$ cat src/verilog/irq_pkg.sv
// constants, register map and types of the four-level interrupt block
`default_nettype none
package irq_pkg;
  localparam int NUM_SRC = 9;
  localparam int NUM_LVL = 4;
  localparam int LVL_W = 2;
  localparam int SRC_W = 4;

  // polling order of the nine-source variant; index is polling rank
  localparam logic [3:0] SRC_EXT0 = 4'h0;
  localparam logic [3:0] SRC_TW1 = 4'h1;
  localparam logic [3:0] SRC_TW2 = 4'h2;
  localparam logic [3:0] SRC_T0 = 4'h3;
  localparam logic [3:0] SRC_EXT1 = 4'h4;
  localparam logic [3:0] SRC_T1 = 4'h5;
  localparam logic [3:0] SRC_SERIAL = 4'h6;
  localparam logic [3:0] SRC_T2 = 4'h7;
  localparam logic [3:0] SRC_ARRAY = 4'h8;

  localparam logic [7:0] VECTOR [NUM_SRC] = '{
    8'h03, 8'h2b, 8'h43, 8'h0b, 8'h13, 8'h1b, 8'h23, 8'h3b, 8'h33};
  // bit of each source inside its enable / priority register
  localparam logic [2:0] ENABLE_BIT [NUM_SRC] = '{
    3'h0, 3'h0, 3'h1, 3'h1, 3'h2, 3'h3, 3'h4, 3'h5, 3'h6};
  // sources whose bits live in the two-wire registers
  localparam logic [NUM_SRC-1:0] IN_TW = 9'h006;
  localparam logic [2:0] TW_HIGH_SHIFT = 3'h4;
  localparam int BIT_GLOBAL = 7;

  localparam logic [7:0] ADDR_ENABLE = 8'ha8;
  localparam logic [7:0] ADDR_PRIO_HIGH = 8'hb7;
  localparam logic [7:0] ADDR_PRIO_LOW = 8'hb8;
  localparam logic [7:0] ADDR_TW_ENABLE = 8'he8;
  localparam logic [7:0] ADDR_TW_PRIO = 8'he9;
  localparam logic [7:0] ADDR_FLAGS = 8'hea;
  localparam logic [7:0] ADDR_IN_SERVICE = 8'heb;
  localparam logic [7:0] ADDR_EXT_MODE = 8'hec;

  localparam logic [7:0] RST_REG = 8'h00;
  localparam logic [7:0] PRIO_MASK = 8'h7f;
  localparam logic [7:0] TW_EN_MASK = 8'h03;
  localparam logic [7:0] TW_PRIO_MASK = 8'h33;
  localparam logic [7:0] EXT_MODE_MASK = 8'h03;
  localparam logic [1:0] RST_EXT_PREV = 2'h3;

  // flag register: bits 0/1 external, 2/3 timer 0/1
  localparam int FLG_TIMER_BASE = 2;
  localparam int NUM_FLAGS = 4;

  typedef enum logic [1:0] {
    ST_IDLE = 2'b00,
    ST_OFFER = 2'b01,
    ST_HOLD = 2'b11
  } offer_state_t;
endpackage
`default_nettype wire

$ cat src/verilog/irq_if.sv
// priority and in-service signals shared between the interrupt modules
`timescale 1ns/1ns
`default_nettype none
interface irq_if;
  logic [irq_pkg::NUM_SRC-1:0] prio_low;
  logic [irq_pkg::NUM_SRC-1:0] prio_high;
  logic [irq_pkg::NUM_SRC-1:0][irq_pkg::LVL_W-1:0] level;
  logic take;
  logic [irq_pkg::LVL_W-1:0] take_level;
  logic ret;
  logic [irq_pkg::NUM_LVL-1:0] active;
  logic [irq_pkg::LVL_W-1:0] top_level;
  logic busy;
  modport mapper(input prio_low, prio_high, output level);
  modport tracker(input take, take_level, ret,
                  output active, top_level, busy);
  modport ctrl(output prio_low, prio_high, take, take_level, ret,
               input level, active, top_level, busy);
endinterface
`default_nettype wire

$ cat src/verilog/irq_in_service.sv
// one in-service bit per level; return retires the highest
`timescale 1ns/1ns
`default_nettype none
module irq_in_service (
  input wire logic mclk_i,
  input wire logic rst_i,
  irq_if.tracker bus
);
  typedef struct packed {
    logic [irq_pkg::NUM_LVL-1:0] active;
  } svc_t;

  svc_t cur;
  svc_t next_cur;

  function automatic logic [irq_pkg::LVL_W-1:0] highest(
      input logic [irq_pkg::NUM_LVL-1:0] a);
    logic [irq_pkg::LVL_W-1:0] r;
    r = '0;
    for (int l = 0; l < irq_pkg::NUM_LVL; l++) begin
      if (a[l]) begin
        r = irq_pkg::LVL_W'(l);
      end
    end
    return r;
  endfunction

  always_comb begin
    next_cur = cur;
    // suspended lower levels stay marked until their own return
    if (bus.ret && (|cur.active)) begin
      next_cur.active[highest(cur.active)] = 1'b0;
    end
    if (bus.take) begin
      next_cur.active[bus.take_level] = 1'b1;
    end
  end

  always_ff @(posedge mclk_i) begin
    if (rst_i) begin
      cur <= '0;
    end else begin
      cur <= next_cur;
    end
  end

  assign bus.active = cur.active;
  assign bus.top_level = highest(cur.active);
  assign bus.busy = |cur.active;
endmodule
`default_nettype wire

$ cat src/verilog/irq_level_map.sv
// two-bit priority level of every source from its high and low bits
`timescale 1ns/1ns
`default_nettype none
module irq_level_map (
  irq_if.mapper bus
);
  for (genvar k = 0; k < irq_pkg::NUM_SRC; k++) begin : g_map
    assign bus.level[k] = {bus.prio_high[k], bus.prio_low[k]};
  end
endmodule
`default_nettype wire

$ cat src/verilog/irq_priority_top.sv
// four-level nested interrupt priority, enable and vector logic
//
// Overview of operation
// level is high bit then low bit
// nine sources polled in fixed polling-rank order
// eight-source variant skips second two-wire unit
// level-mode external flag follows pin, no clear
// transition-mode external flag cleared when vectored
// global enable gates all individual enables
// serve only above the level in service
// equal or lower level waits for return
// higher level preempts immediately, four deep
// return resumes suspended lower level
// timer 0/1 flags cleared on vectoring
// enable and priority bits written by software
`timescale 1ns/1ns
`default_nettype none
module irq_priority_top #(
  parameter bit TWO_BUS_UNITS = 1'b1,
  parameter int NUM_MODULES = 5
) (
  input wire logic mclk_i,
  input wire logic rst_i,
  input wire logic [7:0] addr_i,
  input wire logic [7:0] wdata_i,
  input wire logic wr_i,
  input wire logic rd_i,
  output logic [7:0] rdata_o,
  input wire logic ext0_n_i,
  input wire logic ext1_n_i,
  input wire logic timer0_overflow_i,
  input wire logic timer1_overflow_i,
  input wire logic two_wire_unit_one_i,
  input wire logic two_wire_unit_two_i,
  input wire logic serial_receive_flag_i,
  input wire logic serial_transmit_flag_i,
  input wire logic timer2_overflow_flag_i,
  input wire logic timer2_external_flag_i,
  input wire logic counter_array_overflow_flag_i,
  input wire logic [NUM_MODULES-1:0] module_match_capture_flag_i,
  input wire logic irq_ack_i,
  input wire logic reti_i,
  output logic irq_req_o,
  output logic [7:0] irq_vector_o,
  output logic [1:0] irq_level_o
);
  localparam int N = irq_pkg::NUM_SRC;

  typedef struct packed {
    logic [7:0] enable;
    logic [7:0] prio_high;
    logic [7:0] prio_low;
    logic [7:0] tw_enable;
    logic [7:0] tw_prio;
    logic [7:0] ext_mode;
    logic [irq_pkg::NUM_FLAGS-1:0] flags;
    logic [1:0] ext_prev;
    irq_pkg::offer_state_t state;
    logic [7:0] vector;
    logic [1:0] level;
    logic [irq_pkg::SRC_W-1:0] source;
    logic [7:0] rdata;
  } ctl_t;

  ctl_t cur;
  ctl_t next_cur;

  irq_if bus ();

  irq_level_map u_map (
    .bus(bus.mapper)
  );

  irq_in_service u_svc (
    .mclk_i(mclk_i),
    .rst_i(rst_i),
    .bus(bus.tracker)
  );

  ////////////////////////////////////////////////////////////////////
  // request, enable and priority per source

  logic [N-1:0] pend;
  logic [N-1:0] en;
  logic [N-1:0] elig;
  logic [irq_pkg::SRC_W:0] win;
  logic take;

  assign pend[irq_pkg::SRC_EXT0] = cur.flags[0];
  assign pend[irq_pkg::SRC_TW1] = two_wire_unit_one_i;
  // eight-source variant: second unit never requests
  assign pend[irq_pkg::SRC_TW2] = two_wire_unit_two_i & TWO_BUS_UNITS;
  assign pend[irq_pkg::SRC_T0] = cur.flags[irq_pkg::FLG_TIMER_BASE];
  assign pend[irq_pkg::SRC_EXT1] = cur.flags[1];
  assign pend[irq_pkg::SRC_T1] = cur.flags[irq_pkg::FLG_TIMER_BASE + 1];
  assign pend[irq_pkg::SRC_SERIAL] = serial_receive_flag_i |
                                     serial_transmit_flag_i;
  assign pend[irq_pkg::SRC_T2] = timer2_overflow_flag_i |
                                 timer2_external_flag_i;
  assign pend[irq_pkg::SRC_ARRAY] = counter_array_overflow_flag_i |
                                    (|module_match_capture_flag_i);

  for (genvar k = 0; k < N; k++) begin : g_src
    localparam logic [2:0] B = irq_pkg::ENABLE_BIT[k];
    localparam logic [2:0] BH = 3'(B + irq_pkg::TW_HIGH_SHIFT);
    if (irq_pkg::IN_TW[k]) begin : g_tw
      assign en[k] = cur.tw_enable[B];
      assign bus.prio_low[k] = cur.tw_prio[B];
      assign bus.prio_high[k] = cur.tw_prio[BH];
    end else begin : g_sfr
      assign en[k] = cur.enable[B];
      assign bus.prio_low[k] = cur.prio_low[B];
      assign bus.prio_high[k] = cur.prio_high[B];
    end
    // only a level above the one in service may be vectored
    assign elig[k] = pend[k] & en[k] & cur.enable[irq_pkg::BIT_GLOBAL] &
                     (~bus.busy | (bus.level[k] > bus.top_level));
  end

  // highest level first, then lowest polling rank
  function automatic logic [irq_pkg::SRC_W:0] pick(
      input logic [N-1:0] e,
      input logic [N-1:0][1:0] lv);
    logic [irq_pkg::SRC_W:0] r;
    r = '0;
    for (int l = irq_pkg::NUM_LVL - 1; l >= 0; l--) begin
      for (int k = 0; k < N; k++) begin
        if (!r[irq_pkg::SRC_W] && e[k] && lv[k] == 2'(l)) begin
          r = {1'b1, irq_pkg::SRC_W'(k)};
        end
      end
    end
    return r;
  endfunction

  assign win = pick(elig, bus.level);
  assign take = (cur.state == irq_pkg::ST_OFFER) && irq_ack_i;
  assign bus.take = take;
  assign bus.take_level = cur.level;
  assign bus.ret = reti_i;

  ////////////////////////////////////////////////////////////////////
  // next state

  logic [1:0] ext_n;
  logic [1:0] tov;
  logic [irq_pkg::NUM_FLAGS-1:0] w1c;

  assign ext_n = {ext1_n_i, ext0_n_i};
  assign tov = {timer1_overflow_i, timer0_overflow_i};
  assign w1c = (wr_i && addr_i == irq_pkg::ADDR_FLAGS) ?
               wdata_i[irq_pkg::NUM_FLAGS-1:0] : '0;

  always_comb begin
    logic [3:0] ext_src [2];
    logic [3:0] tim_src [2];
    ext_src = '{irq_pkg::SRC_EXT0, irq_pkg::SRC_EXT1};
    tim_src = '{irq_pkg::SRC_T0, irq_pkg::SRC_T1};
    next_cur = cur;
    next_cur.ext_prev = ext_n;
    next_cur.rdata = irq_pkg::RST_REG;

    if (wr_i) begin
      case (addr_i)
        irq_pkg::ADDR_ENABLE: next_cur.enable = wdata_i;
        irq_pkg::ADDR_PRIO_HIGH: begin
          next_cur.prio_high = wdata_i & irq_pkg::PRIO_MASK;
        end
        irq_pkg::ADDR_PRIO_LOW: begin
          next_cur.prio_low = wdata_i & irq_pkg::PRIO_MASK;
        end
        irq_pkg::ADDR_TW_ENABLE: begin
          next_cur.tw_enable = wdata_i & irq_pkg::TW_EN_MASK;
        end
        irq_pkg::ADDR_TW_PRIO: begin
          next_cur.tw_prio = wdata_i & irq_pkg::TW_PRIO_MASK;
        end
        irq_pkg::ADDR_EXT_MODE: begin
          next_cur.ext_mode = wdata_i & irq_pkg::EXT_MODE_MASK;
        end
        default: ;
      endcase
    end

    if (rd_i) begin
      case (addr_i)
        irq_pkg::ADDR_ENABLE: next_cur.rdata = cur.enable;
        irq_pkg::ADDR_PRIO_HIGH: next_cur.rdata = cur.prio_high;
        irq_pkg::ADDR_PRIO_LOW: next_cur.rdata = cur.prio_low;
        irq_pkg::ADDR_TW_ENABLE: next_cur.rdata = cur.tw_enable;
        irq_pkg::ADDR_TW_PRIO: next_cur.rdata = cur.tw_prio;
        irq_pkg::ADDR_EXT_MODE: next_cur.rdata = cur.ext_mode;
        irq_pkg::ADDR_FLAGS: next_cur.rdata = 8'(cur.flags);
        irq_pkg::ADDR_IN_SERVICE: next_cur.rdata = 8'(bus.active);
        default: next_cur.rdata = irq_pkg::RST_REG;
      endcase
    end

    // clear first, so an event in the same cycle wins
    for (int i = 0; i < 2; i++) begin
      if (cur.ext_mode[i]) begin
        if ((take && cur.source == ext_src[i]) || w1c[i]) begin
          next_cur.flags[i] = 1'b0;
        end
        if (cur.ext_prev[i] && !ext_n[i]) begin
          next_cur.flags[i] = 1'b1;
        end
      end else begin
        // low input requests for as long as it stays low
        next_cur.flags[i] = ~ext_n[i];
      end
      if ((take && cur.source == tim_src[i]) ||
          w1c[irq_pkg::FLG_TIMER_BASE + i]) begin
        next_cur.flags[irq_pkg::FLG_TIMER_BASE + i] = 1'b0;
      end
      if (tov[i]) begin
        next_cur.flags[irq_pkg::FLG_TIMER_BASE + i] = 1'b1;
      end
    end

    // hold one cycle after ack so cleared flags are not re-offered
    case (cur.state)
      irq_pkg::ST_IDLE: begin
        if (win[irq_pkg::SRC_W]) begin
          next_cur.state = irq_pkg::ST_OFFER;
        end
      end
      irq_pkg::ST_OFFER: begin
        if (irq_ack_i) begin
          next_cur.state = irq_pkg::ST_HOLD;
        end else if (!win[irq_pkg::SRC_W]) begin
          next_cur.state = irq_pkg::ST_IDLE;
        end
      end
      irq_pkg::ST_HOLD: next_cur.state = irq_pkg::ST_IDLE;
      default: next_cur.state = irq_pkg::ST_IDLE;
    endcase

    if (next_cur.state == irq_pkg::ST_OFFER && !take) begin
      next_cur.source = win[irq_pkg::SRC_W-1:0];
      next_cur.vector = irq_pkg::VECTOR[win[irq_pkg::SRC_W-1:0]];
      next_cur.level = bus.level[win[irq_pkg::SRC_W-1:0]];
    end
  end

  always_ff @(posedge mclk_i) begin
    if (rst_i) begin
      cur <= '{
        enable: irq_pkg::RST_REG,
        prio_high: irq_pkg::RST_REG,
        prio_low: irq_pkg::RST_REG,
        tw_enable: irq_pkg::RST_REG,
        tw_prio: irq_pkg::RST_REG,
        ext_mode: irq_pkg::RST_REG,
        flags: '0,
        ext_prev: irq_pkg::RST_EXT_PREV,
        state: irq_pkg::ST_IDLE,
        vector: irq_pkg::RST_REG,
        level: '0,
        source: '0,
        rdata: irq_pkg::RST_REG
      };
    end else begin
      cur <= next_cur;
    end
  end

  assign rdata_o = cur.rdata;
  assign irq_req_o = (cur.state == irq_pkg::ST_OFFER);
  assign irq_vector_o = cur.vector;
  assign irq_level_o = cur.level;
endmodule
`default_nettype wire
$ cat config.mk
export PLATFORM = sky130hd
export DESIGN_NAME = irq_priority_top
export DESIGN_NICKNAME = d
export VERILOG_FILES = /design/src/verilog/irq_pkg.sv /design/src/verilog/irq_if.sv /design/src/verilog/irq_in_service.sv /design/src/verilog/irq_level_map.sv /design/src/verilog/irq_priority_top.sv
export SDC_FILE = /design/constraint.sdc
export NUM_CORES = 1
export LEC_CHECK = 0
export BUFFER_PORTS_ARGS = -buffer_cell sky130_fd_sc_hd__buf_2
export CAP_MARGIN = 10
export CELL_PAD_IN_SITES_DETAIL_PLACEMENT = 0
export CELL_PAD_IN_SITES_GLOBAL_PLACEMENT = 1
export CORE_UTILIZATION = 40
export CTS_BUF_LIST = sky130_fd_sc_hd__clkbuf_2 sky130_fd_sc_hd__clkbuf_4 sky130_fd_sc_hd__clkbuf_8
export CTS_CLUSTER_DIAMETER = 60
export DETAILED_ROUTE_END_ITERATION = 8
export PLACE_DENSITY = 0.85
export SLEW_MARGIN = 20
export SYNTH_ARGS = -nofsm -noshare
export SYNTH_HDL_FRONTEND = slang
export SYNTH_SLANG_ARGS = --single-unit
$ cat constraint.sdc
create_clock -name mclk_i -period 3.3 [get_ports mclk_i]
set_clock_uncertainty 0.05 [all_clocks]
set_input_delay 0.66 -clock mclk_i [delete_from_list [all_inputs] [get_ports mclk_i]]
set_output_delay 0.66 -clock mclk_i [all_outputs]
set_load 0.01 [all_outputs]
==> impl_metrics.yaml, run 1 <==
clock_tree:
  postCtsHoldBufs: 0
  cts_tree: "yes"
  cts.path.max_buffers: 2
  cts.sinks: 61
  h-tree-depth: 3
  cts_buffers: 9
  cts-root-buf: "clkbuf_8"
  clk_latency_ns: 0.35
  path_clk_slew_ns: 0.08
placement:
  io_buffer_count: 54
  gp_congestion: 0.912
  dp_hpwl_mm: 11.6
  dpl_worst_slack_ns: -0.247
global_routing:
  grt_max_degree: 36
  grtUsageTotal: 0.278
  grt_pass1_vias: 4672
  globalRouteOverflowTotal: 0
  antenna_found_initial: 0
  grt_pass1_wl_mm: 24.2
critical_path:
  reg2reg_depth: 16
  crit_family: "simple AND/OR/NAND/NOR gates"
  crit_path_max_incr_delay_ns: 0.43
  critPathKind: "reg2reg"
  cp-end-kind: "register"
  crit_top_cell: "buf_6"
  worstReg2RegEnd: "irq_level_o[0]"
  crit_path_start: "u_svc.bus.active[2]"
  cp_slowest_cell: "nor4_4"
  path_buf_inv: 3
  arrival_ns: 3.55
  cp.required_ns: 3.49
  r2r_start: "u_svc.bus.active[2]"
  crit_chain: "nor2_4 -> buf_6 -> ha_4 -> nor2b_2 -> o21ai_1 -> buf_4 -> a21oi_2 -> nor4_4 -> nand4_4 -> buf_6 -> nor3_4 -> a31oi_4 -> and2_4 -> a211o_1 -> a31oi_1 -> o22ai_1"
  cp-start-kind: "register"
  critPathMaxFanout: 6
  ff2ff_setup_slack_ns: -0.06
layout:
  fillers: 952
  diodes: 0
  final_common_cell: "buf_4"
  final_cell_mix: "buf_4, nand2_1, dfxtp_1"
  nets: 741
  drive_above_1_share: 0.428
  syn2layout_area_growth_pct: 45.2
detailed_routing:
  postRouteAntennaNets: 0
  routed_wl_mm: 16.1
  wl_met3_mm: 1.06
  via_count: 4839
  wire_per_inst_um: 19.5
  highest_layer: "met4"
  first_pass_iters: 5
  drtIter0Drc: 412
  drc_errors: 0
  viasPerCell: 5.86
  met2_length_mm: 7.70
  wl_met1_mm: 6.69
status:
  status: "complete, but fails checks"
  violations: "setup timing"
yosys:
  ys_async_sr_fraction: 0
  synth-main-ff-cell: "dfxtp_1"
  ys_seq_area_frac: 0.280
  synth.avg_cell_area_sq_um: 7.98
  ys_ff_latch: 61
  synth-edff-count: 0
  yosysUniqueCellTypes: 77
  syn_area_sq_um: 4360
  yosys_warnings: 0
  synthCells: 546
min_path:
  holdCritStartpoint: "irq_vector_o[3]"
  min_to: "irq_vector_o[3]"
  holdPathStages: 2
  holdCritPathClass: "reg2reg"
power_and_ir_drop:
  power_density_nw_per_um2: 263
  ir_worst_vdd_uv: 274
  p_sw_frac: 0.235
  clkPwrFrac: 0.505
  leakage_nw: 2.47
  p_seq_frac: 0.445
  power_frac_comb: 0.049
  power_switching_uw: 391
  p_int_mw: 1.27
  totalPowerFinal_mw: 1.67
timing:
  tightest_slew_ns: 0.631
  period_needed_ns: 3.36
  min_period_over_period: 1.02
  slew_violations: 0
  hold_viol: 0
  relSlewSlack: 0.579
  final-setup-viol-count: 2
  rsz0062_at_grt: "true"
  clock.fmax_ghz: 0.297
  setup_slack_ns: -0.0650
flow_run:
  maxCapViolCount: 0
die:
  core_region_area_sq_um: 10500
  rows: 37
  die_w_um: 106
  pin_count: 57
  fp.dieH_um: 106
  fp.dieArea_sq_um: 11300
  initial_core_util: 0.417
## cells by family (layout without fill, tap and decap cells)
group	Yosys count	count (layout)	synth area share
other	1	2	0.000861
adder cells (fa/ha/maj)	18	18	0.0517
AO/OA/AOI/OAI	160	161	0.273
multiplexers	14	14	0.0347
buffers and inverters	59	200	0.0767
AND/OR/NAND/NOR	233	234	0.283
flip-flops	61	61	0.280
## power by group through the flow
stage	Sequential [mW]	Combinational [mW]	Clock [mW]
2_1_floorplan	0.760	0.0379	0
5_1_grt	0.742	0.0886	0.885
4_1_cts	0.742	0.0796	0.851
6_report	0.742	0.0823	0.842
3_3_place_gp	0.761	0.0767	0
3_5_place_dp	0.761	0.0789	0
## final cells by class
type                    count  area [sq um]  area share
multi-input cells         429          3420       0.540
flip-flops and latches     61          1230       0.194
repair buffers            167          1200       0.190
well taps                 136           170      0.0269
clock buffers               9           124      0.0196
clock inverters             7           120      0.0190
inverters                  17          63.8      0.0101
## per-layer routing
layer | vias up | GRT usage
li1 | 2278 | -
met1 | 2305 | 0.343
met2 | 202 | 0.473
met3 | 54 | 0.0429
met4 | 0 | 0.129
met5 | - | 0
## repair_timing
action / in CTS / in global routing
gates resized for setup: 51 / 75
setup endpoints to repair: 11 / 10
pin swaps: 24 / 49
cloned: 0 / 2
setup buffers: 7 / 18
## synthesized netlist by cell type, types with 3 or more instances
library cell,instances,area [sq um]
nand3b_1,8,60.1
o21ai_0,11,55.1
and2_1,3,18.8
a31oi_1,10,62.6
nor2_1,42,158
inv_1,17,63.8
nand2b_1,7,43.8
ha_1,18,225
a22oi_1,12,90.1
nor2b_1,21,131
o21ai_1,6,30.0
a211oi_1,11,82.6
nor4_1,5,31.3
a2111oi_2,5,75.1
o211ai_1,5,37.5
nand2_1,68,255
clkbuf_1,14,52.6
a21o_1,3,22.5
dfxtp_1,61,1220
or2_2,4,25.0
a21oi_2,3,26.3
buf_4,19,143
nand3_1,43,215
mux2i_1,5,50.1
nand4_1,5,31.3
a21oi_1,53,265
nor3_1,4,20.0
nand4b_1,3,26.3
and3b_1,3,26.3
mux2_2,9,101
a211oi_2,3,37.5
a211o_1,3,26.3
## through the flow
step	hold WS (ns)	area (sq um)	instances	util	TNS, ns
global route	0.449	6330	826	0.605	-1.08
detailed placement	0.412	5260	788	0.502	-1.54
floorplan	0.392	4360	547	-	-0.00620
finish	0.425	6330	826	0.605	-0.0781
CTS	0.432	5790	809	0.553	-0.0134
global placement	0.402	5260	788	0.502	-0.850
## worst register-to-register path: cells and delay by family (launching register included)
| kind | cells | cell delay, ns |
|---|---|---|
| buffers and inverters | 3 | 0.48 |
| AO/OA/AOI/OAI | 6 | 0.79 |
| AND/OR/NAND/NOR | 6 | 1.39 |
| adder cells (fa/ha/maj) | 1 | 0.20 |
| flip-flops | 1 | 0.36 |
## sequential cells by signal, indices dropped and copies added (netlist names)
name              flops
rdata_o               8
bus.prio_low          9
bus.prio_high         9
irq_level_o           2
u_svc.bus.active      4
cur                  24
irq_vector_o          5
## worst max-delay path by stage
stage | end | depth (start not counted)
2_1_floorplan | irq_level_o[1] | 14
3_3_place_gp | irq_level_o[0] | 15
3_5_place_dp | irq_level_o[0] | 15
4_1_cts | irq_level_o[0] | 17
5_1_grt | irq_level_o[0] | 17
6_report | irq_level_o[0] | 16
Note: power is estimated with default switching activity, not from simulation.
==> run 2: changes to the inputs <==
--- a/config.mk
+++ b/config.mk
@@ -9,11 +9,11 @@
 export CAP_MARGIN = 10
 export CELL_PAD_IN_SITES_DETAIL_PLACEMENT = 0
 export CELL_PAD_IN_SITES_GLOBAL_PLACEMENT = 1
-export CORE_UTILIZATION = 40
+export CORE_UTILIZATION = 48
 export CTS_BUF_LIST = sky130_fd_sc_hd__clkbuf_2 sky130_fd_sc_hd__clkbuf_4 sky130_fd_sc_hd__clkbuf_8
 export CTS_CLUSTER_DIAMETER = 60
 export DETAILED_ROUTE_END_ITERATION = 8
-export PLACE_DENSITY = 0.85
+export PLACE_DENSITY = 0.95
 export SLEW_MARGIN = 20
 export SYNTH_ARGS = -nofsm -noshare
 export SYNTH_HDL_FRONTEND = slang
==> constraint.sdc (replaced) <==
create_clock -name mclk_i -period 3.9 [get_ports mclk_i]
set_clock_uncertainty 0.05 [all_clocks]
set_input_delay 0.78 -clock mclk_i [delete_from_list [all_inputs] [get_ports mclk_i]]
set_output_delay 0.78 -clock mclk_i [all_outputs]
set_load 0.01 [all_outputs]
==> impl_metrics.yaml, run 2 (synthesis gave the netlist of run 1 again) <==
power_and_ir_drop:
  power_density_nw_per_um2: 265
  leakage_nw: 1.79
  ir_worst_vdd_uv: 224
clock_tree:
  h-tree-depth: 3
  post_cts.resized_instances: 0
  cts.sinks: 61
  cts_buffers: 9
  cts-root-buf: "clkbuf_8"
  cts_tree: "yes"
  postCtsHoldBufs: 0
  clk_latency_ns: 0.34
  cts.path.max_buffers: 2
  cts_setup_buffers: 0
  path_clk_slew_ns: 0.08
placement:
  place_inst: 684
  dp_hpwl_mm: 9.81
  io_buffer_count: 54
  gp_congestion: 0.946
timing:
  clock.fmax_ghz: 0.276
  final-setup-viol-count: 0
  hold_viol: 0
  relSlewSlack: 0.456
  setup_tns_ns: 0
  tightest_slew_ns: 0.816
  min_period_over_period: 0.927
  slew_violations: 0
  period_needed_ns: 3.62
  rsz0062_at_grt: "false"
layout:
  largest_reg_flops: 24
  diodes: 0
  fin_cells: 699
  nets: 643
  final_cell_mix: "nand2_1, dfxtp_1, buf_2"
  drive_above_1_share: 0.223
  regMostFlops: "cur"
  final_common_cell: "nand2_1"
  syn2layout_area_growth_pct: 11.3
global_routing:
  globalRouteOverflowTotal: 0
  grtUsageTotal: 0.274
  antenna_found_initial: 0
  grt_pass1_vias: 4058
  grt_pass1_wl_mm: 20.9
  grt_max_degree: 45
die:
  core_region_area_sq_um: 8760
  fp.dieH_um: 97.3
  fp.dieArea_sq_um: 9460
  initial_core_util: 0.497
  rows: 34
  die_w_um: 97.3
  pin_count: 57
critical_path:
  cp-start-kind: "register"
  critPathKind: "reg2reg"
  critPathMaxFanout: 10
  arrival_ns: 3.80
  cp-end-kind: "register"
  cp.required_ns: 4.08
min_path:
  holdCritPathClass: "reg2reg"
detailed_routing:
  drtIter0Drc: 288
  wire_per_inst_um: 18.3
  drc_errors: 0
  viasPerCell: 6.29
  via_count: 4400
  postRouteAntennaNets: 0
  first_pass_iters: 4
  routed_wl_mm: 12.8
flow_run:
  maxCapViolCount: 0
status:
  status: "complete, no violations"
run 2: layout make-up:
type / count / area, sq um
multi-input cells: 427 / 2830
clock buffers: 11 / 151
repair buffers: 71 / 398
inverters: 17 / 63.8
flip-flops and latches: 61 / 1220
well taps: 108 / 135
clock inverters: 4 / 47.5
fillers: 827 / 3910
run 2: path summary, 6_finish.rpt:
| kind | start | endpoint | slack, ns | cells past startpoint |
|---|---|---|---|---|
| max reg2reg | u_svc.bus.active[3] | irq_level_o[0] | 0.28 | 14 |
| min | irq_vector_o[3] | irq_vector_o[3] | 0.43 | 2 |
| min reg2reg | irq_vector_o[3] | irq_vector_o[3] | 0.43 | 2 |
| max | u_svc.bus.active[3] | irq_level_o[0] | 0.28 | 14 |
run 2: routing by layer:
layer  GRT usage  wire, um
met1       0.368      5680
met2       0.445      5850
met3      0.0353       765
met4       0.111       505
met5           0         0
run 2: critical path: stages (launching register included):
cell     delay, ns
dfxtp_1       0.38
nor2_4        0.26
buf_4         0.18
ha_1          0.23
nor2b_1       0.16
o21ai_0       0.27
a21oi_2       0.13
nor4_4        0.37
nand4_4       0.20
nor3_2        0.30
a31oi_4       0.09
and2_1        0.28
a211o_1       0.33
a31oi_1       0.18
o22ai_1       0.09
run 2: stage by stage:
step / utilization / cell area [sq um] / setup WS, ns / hold slack, ns / total power [mW]
after floorplan: - / 4360 / 0.515 / 0.392 / 0.675
after global placement: 0.528 / 4620 / 0.292 / 0.397 / 0.707
after detailed placement: 0.528 / 4620 / 0.183 / 0.416 / 0.708
after CTS: 0.550 / 4820 / 0.199 / 0.433 / 1.28
after global routing: 0.554 / 4850 / 0.0121 / 0.468 / 1.32
final: 0.554 / 4850 / 0.283 / 0.431 / 1.28
run 2: power by group:
group / switching, mW / internal [mW] / total (mW)
Combinational: 0.0404 / 0.0240 / 0.0644
Sequential: 0.00373 / 0.626 / 0.630
Clock: 0.265 / 0.325 / 0.590
